<file path="config.mk">
export PLATFORM = sky130hd
export DESIGN_NAME = urt_chan
export DESIGN_NICKNAME = d
export VERILOG_FILES = /design/src/include/urt_pkg.sv /design/src/rtl/urt_fifo.sv /design/src/rtl/urt_chan.sv
export VERILOG_INCLUDE_DIRS = /design/src /design/src/include
export SDC_FILE = /design/constraint.sdc
export NUM_CORES = 1
export LEC_CHECK = 0
export BUFFER_PORTS_ARGS = -buffer_cell sky130_fd_sc_hd__buf_2
export CORE_AREA = 10 10 104 116
export CTS_BUF_LIST = sky130_fd_sc_hd__clkbuf_2
export CTS_CLUSTER_DIAMETER = 80
export DETAILED_ROUTE_END_ITERATION = 8
export DIE_AREA = 0 0 114 126
export HOLD_SLACK_MARGIN = 0.06
export PLACE_DENSITY = 0.82
export SYNTH_ARGS = -nofsm -noshare
export SYNTH_HDL_FRONTEND = slang
export SYNTH_SLANG_ARGS = --single-unit
</file>
<file path="constraint.sdc">
create_clock -name i_ref_clk -period 3.7 [get_ports i_ref_clk]
set_input_delay 0.74 -clock i_ref_clk [delete_from_list [all_inputs] [get_ports i_ref_clk]]
set_output_delay 0.74 -clock i_ref_clk [all_outputs]
set_load 0.005 [all_outputs]
</file>
<file path="src/include/urt_cfg.svh">
`ifndef URT_CFG_SVH
`define URT_CFG_SVH

`define URT_WORD_W 8
`define URT_DIV_W 16
`define URT_FIFO_DEPTH 4
`define URT_OVS_LAST 4'hF
`define URT_OVS_MID 4'h7
`define URT_BIT_LAST 3'h7
`define URT_DIV_RST 16'h0001
`define URT_LSR_DR 0
`define URT_LSR_THRE 5
`define URT_LSR_TEMT 6

`endif

</file>
<file path="src/include/urt_pkg.sv">
package urt_pkg;

  typedef enum logic [3:0] {
    URT_IDLE  = 4'h1,
    URT_START = 4'h2,
    URT_DATA  = 4'h4,
    URT_STOP  = 4'h8
  } urt_ser_st_t;

endpackage

</file>
<file path="src/rtl/urt_fifo.sv">
`timescale 1ns/1ps
module urt_fifo #(
  parameter int WIDTH = 8,
  parameter int DEPTH = 4
) (
  input wire logic i_ref_clk,
  input wire logic i_rst_n,
  input wire logic i_valid,
  output logic o_ready,
  input wire logic [WIDTH-1:0] i_data,
  output logic o_valid,
  input wire logic i_ready,
  output logic [WIDTH-1:0] o_data
);
  localparam int AW = (DEPTH > 1) ? $clog2(DEPTH) : 1;
  localparam logic [AW:0] FULL = (AW+1)'(DEPTH);
  localparam logic [AW-1:0] LAST = AW'(DEPTH - 1);

  logic [WIDTH-1:0] mem_q [DEPTH];
  logic [AW-1:0] wr_q;
  logic [AW-1:0] rd_q;
  logic [AW:0] cnt_q;
  logic push;
  logic pop;

  assign o_ready = (cnt_q != FULL);
  assign o_valid = (cnt_q != '0);
  assign o_data = mem_q[rd_q];
  assign push = i_valid & o_ready;
  assign pop = o_valid & i_ready;

  genvar g;
  generate
    for (g = 0; g < DEPTH; g++) begin : g_ent
      always_ff @(posedge i_ref_clk) begin
        if (push && wr_q == AW'(g)) begin
          mem_q[g] <= i_data;
        end
      end
    end
  endgenerate

  always_ff @(posedge i_ref_clk or negedge i_rst_n) begin
    if (!i_rst_n) begin
      wr_q <= '0;
      rd_q <= '0;
    end else begin
      if (push) begin
        wr_q <= (wr_q == LAST) ? '0 : wr_q + 1'b1;
      end
      if (pop) begin
        rd_q <= (rd_q == LAST) ? '0 : rd_q + 1'b1;
      end
    end
  end

  always_ff @(posedge i_ref_clk or negedge i_rst_n) begin
    if (!i_rst_n) begin
      cnt_q <= '0;
    end else if (push && !pop) begin
      cnt_q <= cnt_q + 1'b1;
    end else if (pop && !push) begin
      cnt_q <= cnt_q - 1'b1;
    end
  end
endmodule

</file>
<file path="src/rtl/urt_chan.sv">
// Contract
// (RULE1) Receive-ready rises at most one clock after the stop bit is sampled.
// (RULE2) Transmit-ready falls within sixteen baud ticks of the start bit beginning. FIFO mode drops it only when the transmit FIFO is full.
// (RULE3) Host spaces successive write and read strobes by at least four periods.
// (RULE4) Single-byte mode: holding data valid one baud tick after status reports it.
// (RULE5) Internal baud tick runs at sixteen times the bit rate.
// (RULE6) FIFO mode: holding data valid as soon as status reports it.
// (RULE7) Single-byte mode: host waits one baud tick after status before reading.
`timescale 1ns/1ps
`include "urt_cfg.svh"
module urt_chan import urt_pkg::*; #(
  parameter int DIV_W = `URT_DIV_W,
  parameter int FIFO_DEPTH = `URT_FIFO_DEPTH
) (
  input wire logic i_ref_clk,
  input wire logic i_rst_n,
  input wire logic [DIV_W-1:0] i_divisor,
  input wire logic i_fifo_mode,
  input wire logic i_rxd,
  output logic o_txd,
  input wire logic i_host_write_strobe,
  input wire logic [`URT_WORD_W-1:0] i_wdata,
  input wire logic i_host_read_strobe,
  output logic [`URT_WORD_W-1:0] o_rdata,
  output logic [`URT_WORD_W-1:0] o_line_status_reg,
  output logic o_rx_ready_pin,
  output logic o_tx_ready_pin
);
  logic [DIV_W-1:0] div_q;
  logic tick;
  urt_ser_st_t rx_st_q;
  logic [3:0] rx_os_q;
  logic [2:0] rx_bit_q;
  logic [`URT_WORD_W-1:0] rx_sh_q;
  logic stop_evt;
  logic avail_q;
  logic pend_q;
  logic [`URT_WORD_W-1:0] receive_holding_reg_q;
  logic [`URT_WORD_W-1:0] rdata_q;
  urt_ser_st_t tx_st_q;
  logic [3:0] tx_os_q;
  logic [2:0] tx_bit_q;
  logic [`URT_WORD_W-1:0] tx_sh_q;
  logic txd_q;
  logic tx_start;
  logic fifo_in_ready;
  logic fifo_out_valid;
  logic [`URT_WORD_W-1:0] fifo_out_data;
  logic tx_idle;

  // Divider gives the oversampling enable; divisor 0 acts as 1
  always_ff @(posedge i_ref_clk or negedge i_rst_n) begin
    if (!i_rst_n) begin
      div_q <= '0;
    end else if (div_q == '0) begin
      div_q <= (i_divisor == '0) ? '0 : i_divisor - 1'b1; // RULE5
    end else begin
      div_q <= div_q - 1'b1;
    end
  end
  assign tick = (div_q == '0); // RULE5

  always_ff @(posedge i_ref_clk or negedge i_rst_n) begin
    if (!i_rst_n) begin
      rx_st_q <= URT_IDLE;
      rx_os_q <= '0;
      rx_bit_q <= '0;
      rx_sh_q <= '0;
    end else if (tick) begin
      unique case (rx_st_q)
        URT_IDLE: begin
          rx_os_q <= '0;
          if (!i_rxd) begin
            rx_st_q <= URT_START;
          end
        end
        URT_START: begin
          rx_os_q <= rx_os_q + 1'b1;
          if (rx_os_q == `URT_OVS_MID) begin
            // A high line at mid start bit is a false start
            rx_st_q <= i_rxd ? URT_IDLE : URT_DATA;
            rx_os_q <= '0;
            rx_bit_q <= '0;
          end
        end
        URT_DATA: begin
          rx_os_q <= rx_os_q + 1'b1; // RULE5
          if (rx_os_q == `URT_OVS_LAST) begin
            rx_sh_q <= {i_rxd, rx_sh_q[`URT_WORD_W-1:1]};
            rx_bit_q <= rx_bit_q + 1'b1;
            if (rx_bit_q == `URT_BIT_LAST) begin
              rx_st_q <= URT_STOP;
            end
          end
        end
        URT_STOP: begin
          rx_os_q <= rx_os_q + 1'b1;
          if (rx_os_q == `URT_OVS_LAST) begin
            rx_st_q <= URT_IDLE;
          end
        end
        default: begin
          rx_st_q <= URT_IDLE;
        end
      endcase
    end
  end
  assign stop_evt = tick && rx_st_q == URT_STOP && rx_os_q == `URT_OVS_LAST;

  // Data-ready status; a new character beats a simultaneous read
  always_ff @(posedge i_ref_clk or negedge i_rst_n) begin
    if (!i_rst_n) begin
      avail_q <= 1'b0;
    end else if (stop_evt) begin
      avail_q <= 1'b1; // RULE1
    end else if (i_host_read_strobe) begin
      avail_q <= 1'b0;
    end
  end
  assign o_rx_ready_pin = avail_q; // RULE1

  // Single-byte mode loads the holding register one tick late
  always_ff @(posedge i_ref_clk or negedge i_rst_n) begin
    if (!i_rst_n) begin
      pend_q <= 1'b0;
      receive_holding_reg_q <= '0;
    end else if (stop_evt && i_fifo_mode) begin
      receive_holding_reg_q <= rx_sh_q; // RULE6
      pend_q <= 1'b0;
    end else if (stop_evt) begin
      pend_q <= 1'b1; // RULE4
    end else if (pend_q && tick) begin
      receive_holding_reg_q <= rx_sh_q; // RULE4
      pend_q <= 1'b0;
    end
  end

  // Early reads in single-byte mode return the previous character
  always_ff @(posedge i_ref_clk or negedge i_rst_n) begin
    if (!i_rst_n) begin
      rdata_q <= '0;
    end else if (i_host_read_strobe) begin
      rdata_q <= receive_holding_reg_q; // RULE7
    end
  end
  assign o_rdata = rdata_q;

  urt_fifo #(
    .WIDTH(`URT_WORD_W),
    .DEPTH(FIFO_DEPTH)
  ) u_tx_fifo (
    .i_ref_clk(i_ref_clk),
    .i_rst_n(i_rst_n),
    .i_valid(i_host_write_strobe && o_tx_ready_pin),
    .o_ready(fifo_in_ready),
    .i_data(i_wdata),
    .o_valid(fifo_out_valid),
    .i_ready(tx_start),
    .o_data(fifo_out_data)
  );

  assign tx_idle = (tx_st_q == URT_IDLE);
  assign tx_start = tick && tx_idle && fifo_out_valid;
  // Single-byte mode accepts only when holding and shift stages are empty
  assign o_tx_ready_pin = i_fifo_mode ? fifo_in_ready : (!fifo_out_valid && tx_idle); // RULE2

  always_ff @(posedge i_ref_clk or negedge i_rst_n) begin
    if (!i_rst_n) begin
      tx_st_q <= URT_IDLE;
      tx_os_q <= '0;
      tx_bit_q <= '0;
      tx_sh_q <= '0;
    end else if (tick) begin
      unique case (tx_st_q)
        URT_IDLE: begin
          tx_os_q <= '0;
          tx_bit_q <= '0;
          if (fifo_out_valid) begin
            tx_sh_q <= fifo_out_data;
            tx_st_q <= URT_START;
          end
        end
        URT_START: begin
          tx_os_q <= tx_os_q + 1'b1;
          if (tx_os_q == `URT_OVS_LAST) begin
            tx_st_q <= URT_DATA;
          end
        end
        URT_DATA: begin
          tx_os_q <= tx_os_q + 1'b1;
          if (tx_os_q == `URT_OVS_LAST) begin
            tx_sh_q <= {1'b0, tx_sh_q[`URT_WORD_W-1:1]};
            tx_bit_q <= tx_bit_q + 1'b1;
            if (tx_bit_q == `URT_BIT_LAST) begin
              tx_st_q <= URT_STOP;
            end
          end
        end
        URT_STOP: begin
          tx_os_q <= tx_os_q + 1'b1;
          if (tx_os_q == `URT_OVS_LAST) begin
            tx_st_q <= URT_IDLE;
          end
        end
        default: begin
          tx_st_q <= URT_IDLE;
        end
      endcase
    end
  end

  always_ff @(posedge i_ref_clk or negedge i_rst_n) begin
    if (!i_rst_n) begin
      txd_q <= 1'b1;
    end else begin
      txd_q <= (tx_st_q == URT_START) ? 1'b0 : (tx_st_q == URT_DATA) ? tx_sh_q[0] : 1'b1;
    end
  end
  assign o_txd = txd_q;

  always_comb begin
    o_line_status_reg = '0;
    o_line_status_reg[`URT_LSR_DR] = avail_q;
    o_line_status_reg[`URT_LSR_THRE] = !fifo_out_valid;
    o_line_status_reg[`URT_LSR_TEMT] = !fifo_out_valid && tx_idle;
  end
endmodule

</file>
# --- After elaboration in Yosys (flattened, before gate mapping) ---
# Memory sizes are Yosys's and may differ from the RTL's.
# Index checks and enable logic that the tools add are counted.
totals:
  romBits: 0
  out_inout_bits: 19
  ram_bits: 32
  latchBits: 0
  n_memories: 1
  in_bits: 30
  regBits: 80
memory_table:
  columns: ["memory", "words", "word_bits", "read_ports", "rd_ports_with_merged_regs", "wr", "line_no", "source"]
  rows:
  - ["u_tx_fifo.mem_q", 4, 8, 1, 0, 1, "urt_fifo.sv:19", "logic [WIDTH-1:0] mem_q [DEPTH];"]
classes:
  shifts: 0
  n_reduce_logical: 43
  multipliers: 0
  magnitude_cmp: 0
  addsub: 10
  mux: 58
  bitwise: 2
  div: 0
  n_eq_ne: 29
op_table:
  columns: ["op", "n"]
  rows:
  - ["$mux 8", 8]
  - ["$mux 4", 11]
  - ["$logic_not 16->1", 2]
  - ["$mux 16", 2]
  - ["$pmux 4 s4", 2]
  - ["$sub 16x1->16 const B", 2]
  - ["$reduce_or 8->1", 3]
  - ["$ne 2x2->1 const B", 10]
  - ["$mux 1", 19]
  - ["$mux 3", 6]
  - ["$eq 4x4->1 const B", 4]
  - ["$pmux 8 s2", 1]
  - ["$logic_and 1x1->1", 14]
  - ["$eq 4x3->1 const B", 3]
  - ["$pmux 3 s2", 2]
  - ["$pmux 4 s3", 1]
  - ["$reduce_and 6->1", 2]
  - ["$reduce_bool 2->1", 6]
  - ["$mux 2", 5]
  - ["$add 3x1->3 const B", 3]
  - ["$reduce_bool 3->1", 3]
  - ["$add 4x1->4 const B", 2]
  - ["$eq 4x1->1 const B", 2]
  - ["$eq 4x2->1 const B", 2]
  - ["16 further kinds", 27]

# --- Depth between registers and ports, before layout ---
logic_depth:
  depth_word: 13
  mapped_depth: 12

# --- Cells and area by module ---
# A second synthesis with hierarchy kept.
unflattened:
  hier_cells: 445
  hier_area_um2: 5788.1
modules_own_cells:
  columns: ["mod", "cells_per_inst", "instances", "area_each_um2"]
  rows:
  - ["urt_chan", 366, 1, 4189.0]
  - ["urt_fifo", 79, 1, 1599.0]

# --- Worst setup path before layout ---
# No wires, ideal clock.
synth_timing:
  path_kind: "flip-flop to flip-flop"
  startpoint: "register tx_st_q[0]"
  endpoint: "register u_tx_fifo.cnt_q[1]"
  setup_time_ns: 0.125
  required_time_ns: 3.575
  arrival_time_ns: 2.577
  path_stages_with_launch: 9
  n_path_buf: 1
  path_slack_ns: 0.998
  period_less_slack_ns: 2.702
  path_cell_list: "dfstp_2 > clkbuf_1 > or4b_2 > nor2_1 > nand2_1 > ha_1 > inv_1 > fa_1 > mux2_2"
synth_via:
  elab_chain_cells: 8
synth_lines:
  columns: ["item", "line_no", "source"]
  rows:
  - ["start: declaration", "urt_chan.sv:40", "urt_ser_st_t tx_st_q;"]
  - ["start signal: assignment", "urt_chan.sv:169", "tx_st_q <= URT_IDLE;"]
  - ["start signal: assignment", "urt_chan.sv:180", "tx_st_q <= URT_START;"]
  - ["start signal: assignment", "urt_chan.sv:186", "tx_st_q <= URT_DATA;"]
  - ["$eq 4x1->1 *", "urt_chan.sv:162", "assign tx_idle = (tx_st_q == URT_IDLE);"]
  - ["$logic_and 1x1->1", "urt_chan.sv:165", "assign o_tx_ready_pin = i_fifo_mode ? fifo_in_ready : (!fifo_out_valid && tx_idle);"]
  - ["$mux 1", "urt_chan.sv:165", null]
  - ["$logic_and 1x1->1", "urt_chan.sv:154", ".i_valid(i_host_write_strobe && o_tx_ready_pin),"]
  - ["$and 1x1->1", "urt_fifo.sv:29", "assign push = i_valid & o_ready;"]
  - ["$logic_not 1->1", "urt_fifo.sv:62", "end else if (pop && !push) begin"]
  - ["$logic_and 1x1->1", "urt_fifo.sv:62", null]
  - ["$reduce_bool 2->1 (no source line)", null, null]
  - ["end signal: assignment", "urt_fifo.sv:61", "cnt_q <= cnt_q + 1'b1;"]
  - ["end signal: assignment", "urt_fifo.sv:63", "cnt_q <= cnt_q - 1'b1;"]
  - ["end: declaration", "urt_fifo.sv:22", "logic [AW:0] cnt_q;"]
# Mark *: on every way between the ends. The rest lies on a longest branch, timed or not.
# A chain may end at the register's enable or synchronous reset.

# --- Worst setup path after layout ---
layout_timing:
  startpoint: "register tx_st_q[0]"
  endpoint: "output o_tx_ready_pin"
layout_via:
  elab_chain_cells: 3
layout_lines:
  columns: ["item", "line_no", "source"]
  rows:
  - ["$eq 4x1->1", "urt_chan.sv:162", null]
  - ["$logic_and 1x1->1", "urt_chan.sv:165", null]
  - ["$mux 1", "urt_chan.sv:165", null]
  - ["end: declaration", "urt_chan.sv:27", "output logic o_tx_ready_pin"]
# Every way passes these cells.

==> results_dict.tcl <==
set metrics [dict create \
    peakVddDrop_mv 0.279 \
    wl_per_cell_um 16.1 \
    io_pins 49 \
    min_period_ns 3.15 \
    pwr-share-clk_pct 25.2 \
    rows 38 \
    cts_resized 0 \
    rsz0062_at_grt "no" \
    n_antenna_cell 0 \
    start_util_pct 58.6 \
    drive_gt1_share_pct 20.4 \
    cts_buffer_depth 2 \
    grt_pass1_vias 3862 \
    dieArea_um2 14400 \
    reg2regPathDepth 10 \
    p_leak_nw 2.62 \
    mostFrequentLayoutCell "dfrtp_1" \
    timing.rr.end "u_tx_fifo.cnt_q[2]$_DFFE_PN0P_" \
    finalSetupTns_ns 0 \
    finalSetupViolCount 0 \
    async_flop_share_pct 71.4 \
    cp_max_fo 11 \
    combPwrFrac_pct 10.2 \
    synth_flop_cell "dfrtp_1" \
    final_cell_mix "dfrtp_1 (77), nand2_1 (74), buf_2 (42)" \
    grt_antenna_before_repair 0 \
    internal_power_w 0.00155 \
    hold_viol_final 0 \
    ys_seq_area_share_pct 52.2 \
    required_ns 2.96 \
    hp-class "in -> async" \
    ys_types 69 \
    cts_made_buffers 9 \
    worst_skew_pair.late_latency_ns 0.61 \
    powerDensity_nw_per_um2 354 \
    synth_area_um2 5690 \
    fin_nets 589 \
    place_congestion 0.900 \
    path_clk_slew_ns 0.32 \
    grt_util_all_layers_pct 15.6 \
    drt-pass1-iter-count 4 \
    crit_arrival_ns 2.41 \
    hold_buffers 0 \
    syn_inst 508 \
    die_w_um 114 \
    seq_area_um2 2970 \
    via_per_inst 5.86 \
    clock-root-buffer "clkbuf_2" \
    syn2layout_area_growth_pct 6.82 \
    drc_errors 0 \
    critPathKind "reg -> out" \
    drt_iter0_markers 257 \
    core_um2 9700 \
    multi_input_area_um2 2540 \
    totalPowerFinal_w 0.00215 \
    design_area_um2 6070 \
    fmax_ghz 0.318 \
    ys_seq_elements 112 \
    hold_slack_ns 0.255 \
    seq_power_share_pct 64.6 \
    r2r_setup_slack_ns 0.74 \
    die_h_um 126 \
    fin_skew_ns 0.0336 \
    htree_levels 3 \
    r2r_start "tx_st_q[0]$_DFFE_PN1P_" \
    cts_tree "yes" \
    grt_pass1_wl_um 18600 \
    crit_path_end_kind "primary output" \
    drv_cap 0 \
    hpwl_um 7810 \
    dpl-instance-area_um2 5950 \
    cp-start-kind "flip-flop" \
    io_buffers 43 \
    ys_warn_count 0 \
    synth_edf_count 32 \
    grt-ovfl-total 0 \
    antenna_left 0 \
    fillers 776 \
    min_period_over_period_pct 85.0 \
    worst-slew-pin-transition_ns 0.993 \
    slew_headroom_pct 33.8 \
    post_cts_buffers 0 \
    status "finished clean" \
    p_sw_w 0.000604 \
    synth_area_per_cell_um2 11.2 \
    p_sw_share_pct 28.1 \
    postRouteWirelength_um 10700 \
    cts_sinks 112 \
    num_vias 3914 \
    slew_violations 0 \
    grt_max_degree 81 \
]
[routing by layer]
| layer | share of wire [%] | track usage [%] | vias up |
|---|---|---|---|
| met1 | 44 | 19.8 | 1922 |
| met5 | 0 | 0 | - |
| met4 | 1.0 | 4.65 | 0 |
| li1 | - | - | 1902 |
| met3 | 4.0 | 3.75 | 9 |
| met2 | 51 | 25.7 | 81 |
[cells in the mapped netlist, drive strengths merged (3+ instances only)]
cell / instances / area, um^2
ha: 15 / 188
buf: 17 / 106
and3: 7 / 43.8
nand3: 8 / 45.0
nand4: 5 / 31.3
dfrtp: 77 / 1930
inv: 12 / 45.0
clkbuf: 10 / 37.5
nand2b: 5 / 38.8
nor4b: 5 / 68.8
nor3: 21 / 105
or4: 9 / 71.3
a211oi: 3 / 22.5
xor2: 10 / 87.6
nor2: 24 / 90.1
dfstp: 3 / 78.8
and2: 3 / 18.8
nor4: 7 / 65.1
a21oi: 14 / 70.1
mux2: 20 / 225
or3: 5 / 31.3
o21ai: 40 / 200
xnor2: 14 / 123
o22ai: 6 / 37.5
edfxtp: 32 / 961
or4b: 4 / 40.0
mux2i: 13 / 130
mux4: 8 / 180
a21o: 5 / 37.5
nand2: 74 / 278
[through the flow]
step | worst slack, ns | cells | utilization (%)
CTS | 0.508 | 668 | 62.6
floorplan | 0.998 | 512 | -
global route | 0.284 | 668 | 62.6
detailed placement | 0.804 | 652 | 61.4
finish | 0.554 | 668 | 62.6
global placement | 0.928 | 652 | 61.4
[worst max-delay path by stage]
stage | slack, ns | to | startpoint
global route | 0.28 | o_tx_ready_pin | tx_st_q[0]$_DFFE_PN1P_
floorplan | 1.0 | u_tx_fifo.cnt_q[1]$_DFFE_PN0P_ | tx_st_q[0]$_DFFE_PN1P_
CTS | 0.51 | o_tx_ready_pin | tx_st_q[0]$_DFFE_PN1P_
global placement | 0.93 | u_tx_fifo.cnt_q[2]$_DFFE_PN0P_ | tx_st_q[0]$_DFFE_PN1P_
finish | 0.55 | o_tx_ready_pin | tx_st_q[0]$_DFFE_PN1P_
detailed placement | 0.80 | u_tx_fifo.cnt_q[2]$_DFFE_PN0P_ | tx_st_q[0]$_DFFE_PN1P_
[worst max-delay path, cell delays in order (launching register included)]
cell	delay, ns
dfstp_2	0.71
nor4b_2	0.47
a21oi_1	0.12
a21oi_1	0.31
buf_2	0.20
[power by group through the flow]
stage	combinational (W)	clock [W]	sequential (W)
after floorplan	0.000138	0	0.00140
after global placement	0.000208	0	0.00140
after detailed placement	0.000224	0	0.00141
after CTS	0.000224	0.000555	0.00139
after global routing	0.000253	0.000619	0.00140
final	0.000219	0.000541	0.00139
[cell families after synthesis]
group           synth area share [%]
mux                             9.42
compound gates                  9.90
xor+xnor                        3.70
flops                           52.2
fa+ha+maj                       3.65
buf+inv                         3.32
simple gates                    17.8
other cells                   0.0660
[sequential cells by signal (all words and copies together) (netlist names)]
name / flops
pend_q: 1
tx_sh_q: 8
div_q: 16
u_tx_fifo.cnt_q: 3
rx_sh_q: 8
tx_os_q: 4
u_tx_fifo.wr_q: 2
o_rx_ready_pin: 1
u_tx_fifo.mem_q: 32
o_rdata: 8
tx_st_q: 4
u_tx_fifo.rd_q: 2
tx_bit_q: 3
rx_os_q: 4
rx_st_q: 4
o_txd: 1
rx_bit_q: 3
receive_holding_reg_q: 8
[cell type report]
cell class	count	share of cell area [%]
clock inverters	7	1.22
multi-input cells	361	41.9
well taps	120	2.47
clock buffers	9	0.742
flip-flops and latches	112	48.8
inverters	12	0.742
repair buffers	47	4.08
No activity file was read; power rests on OpenSTA's default activity.
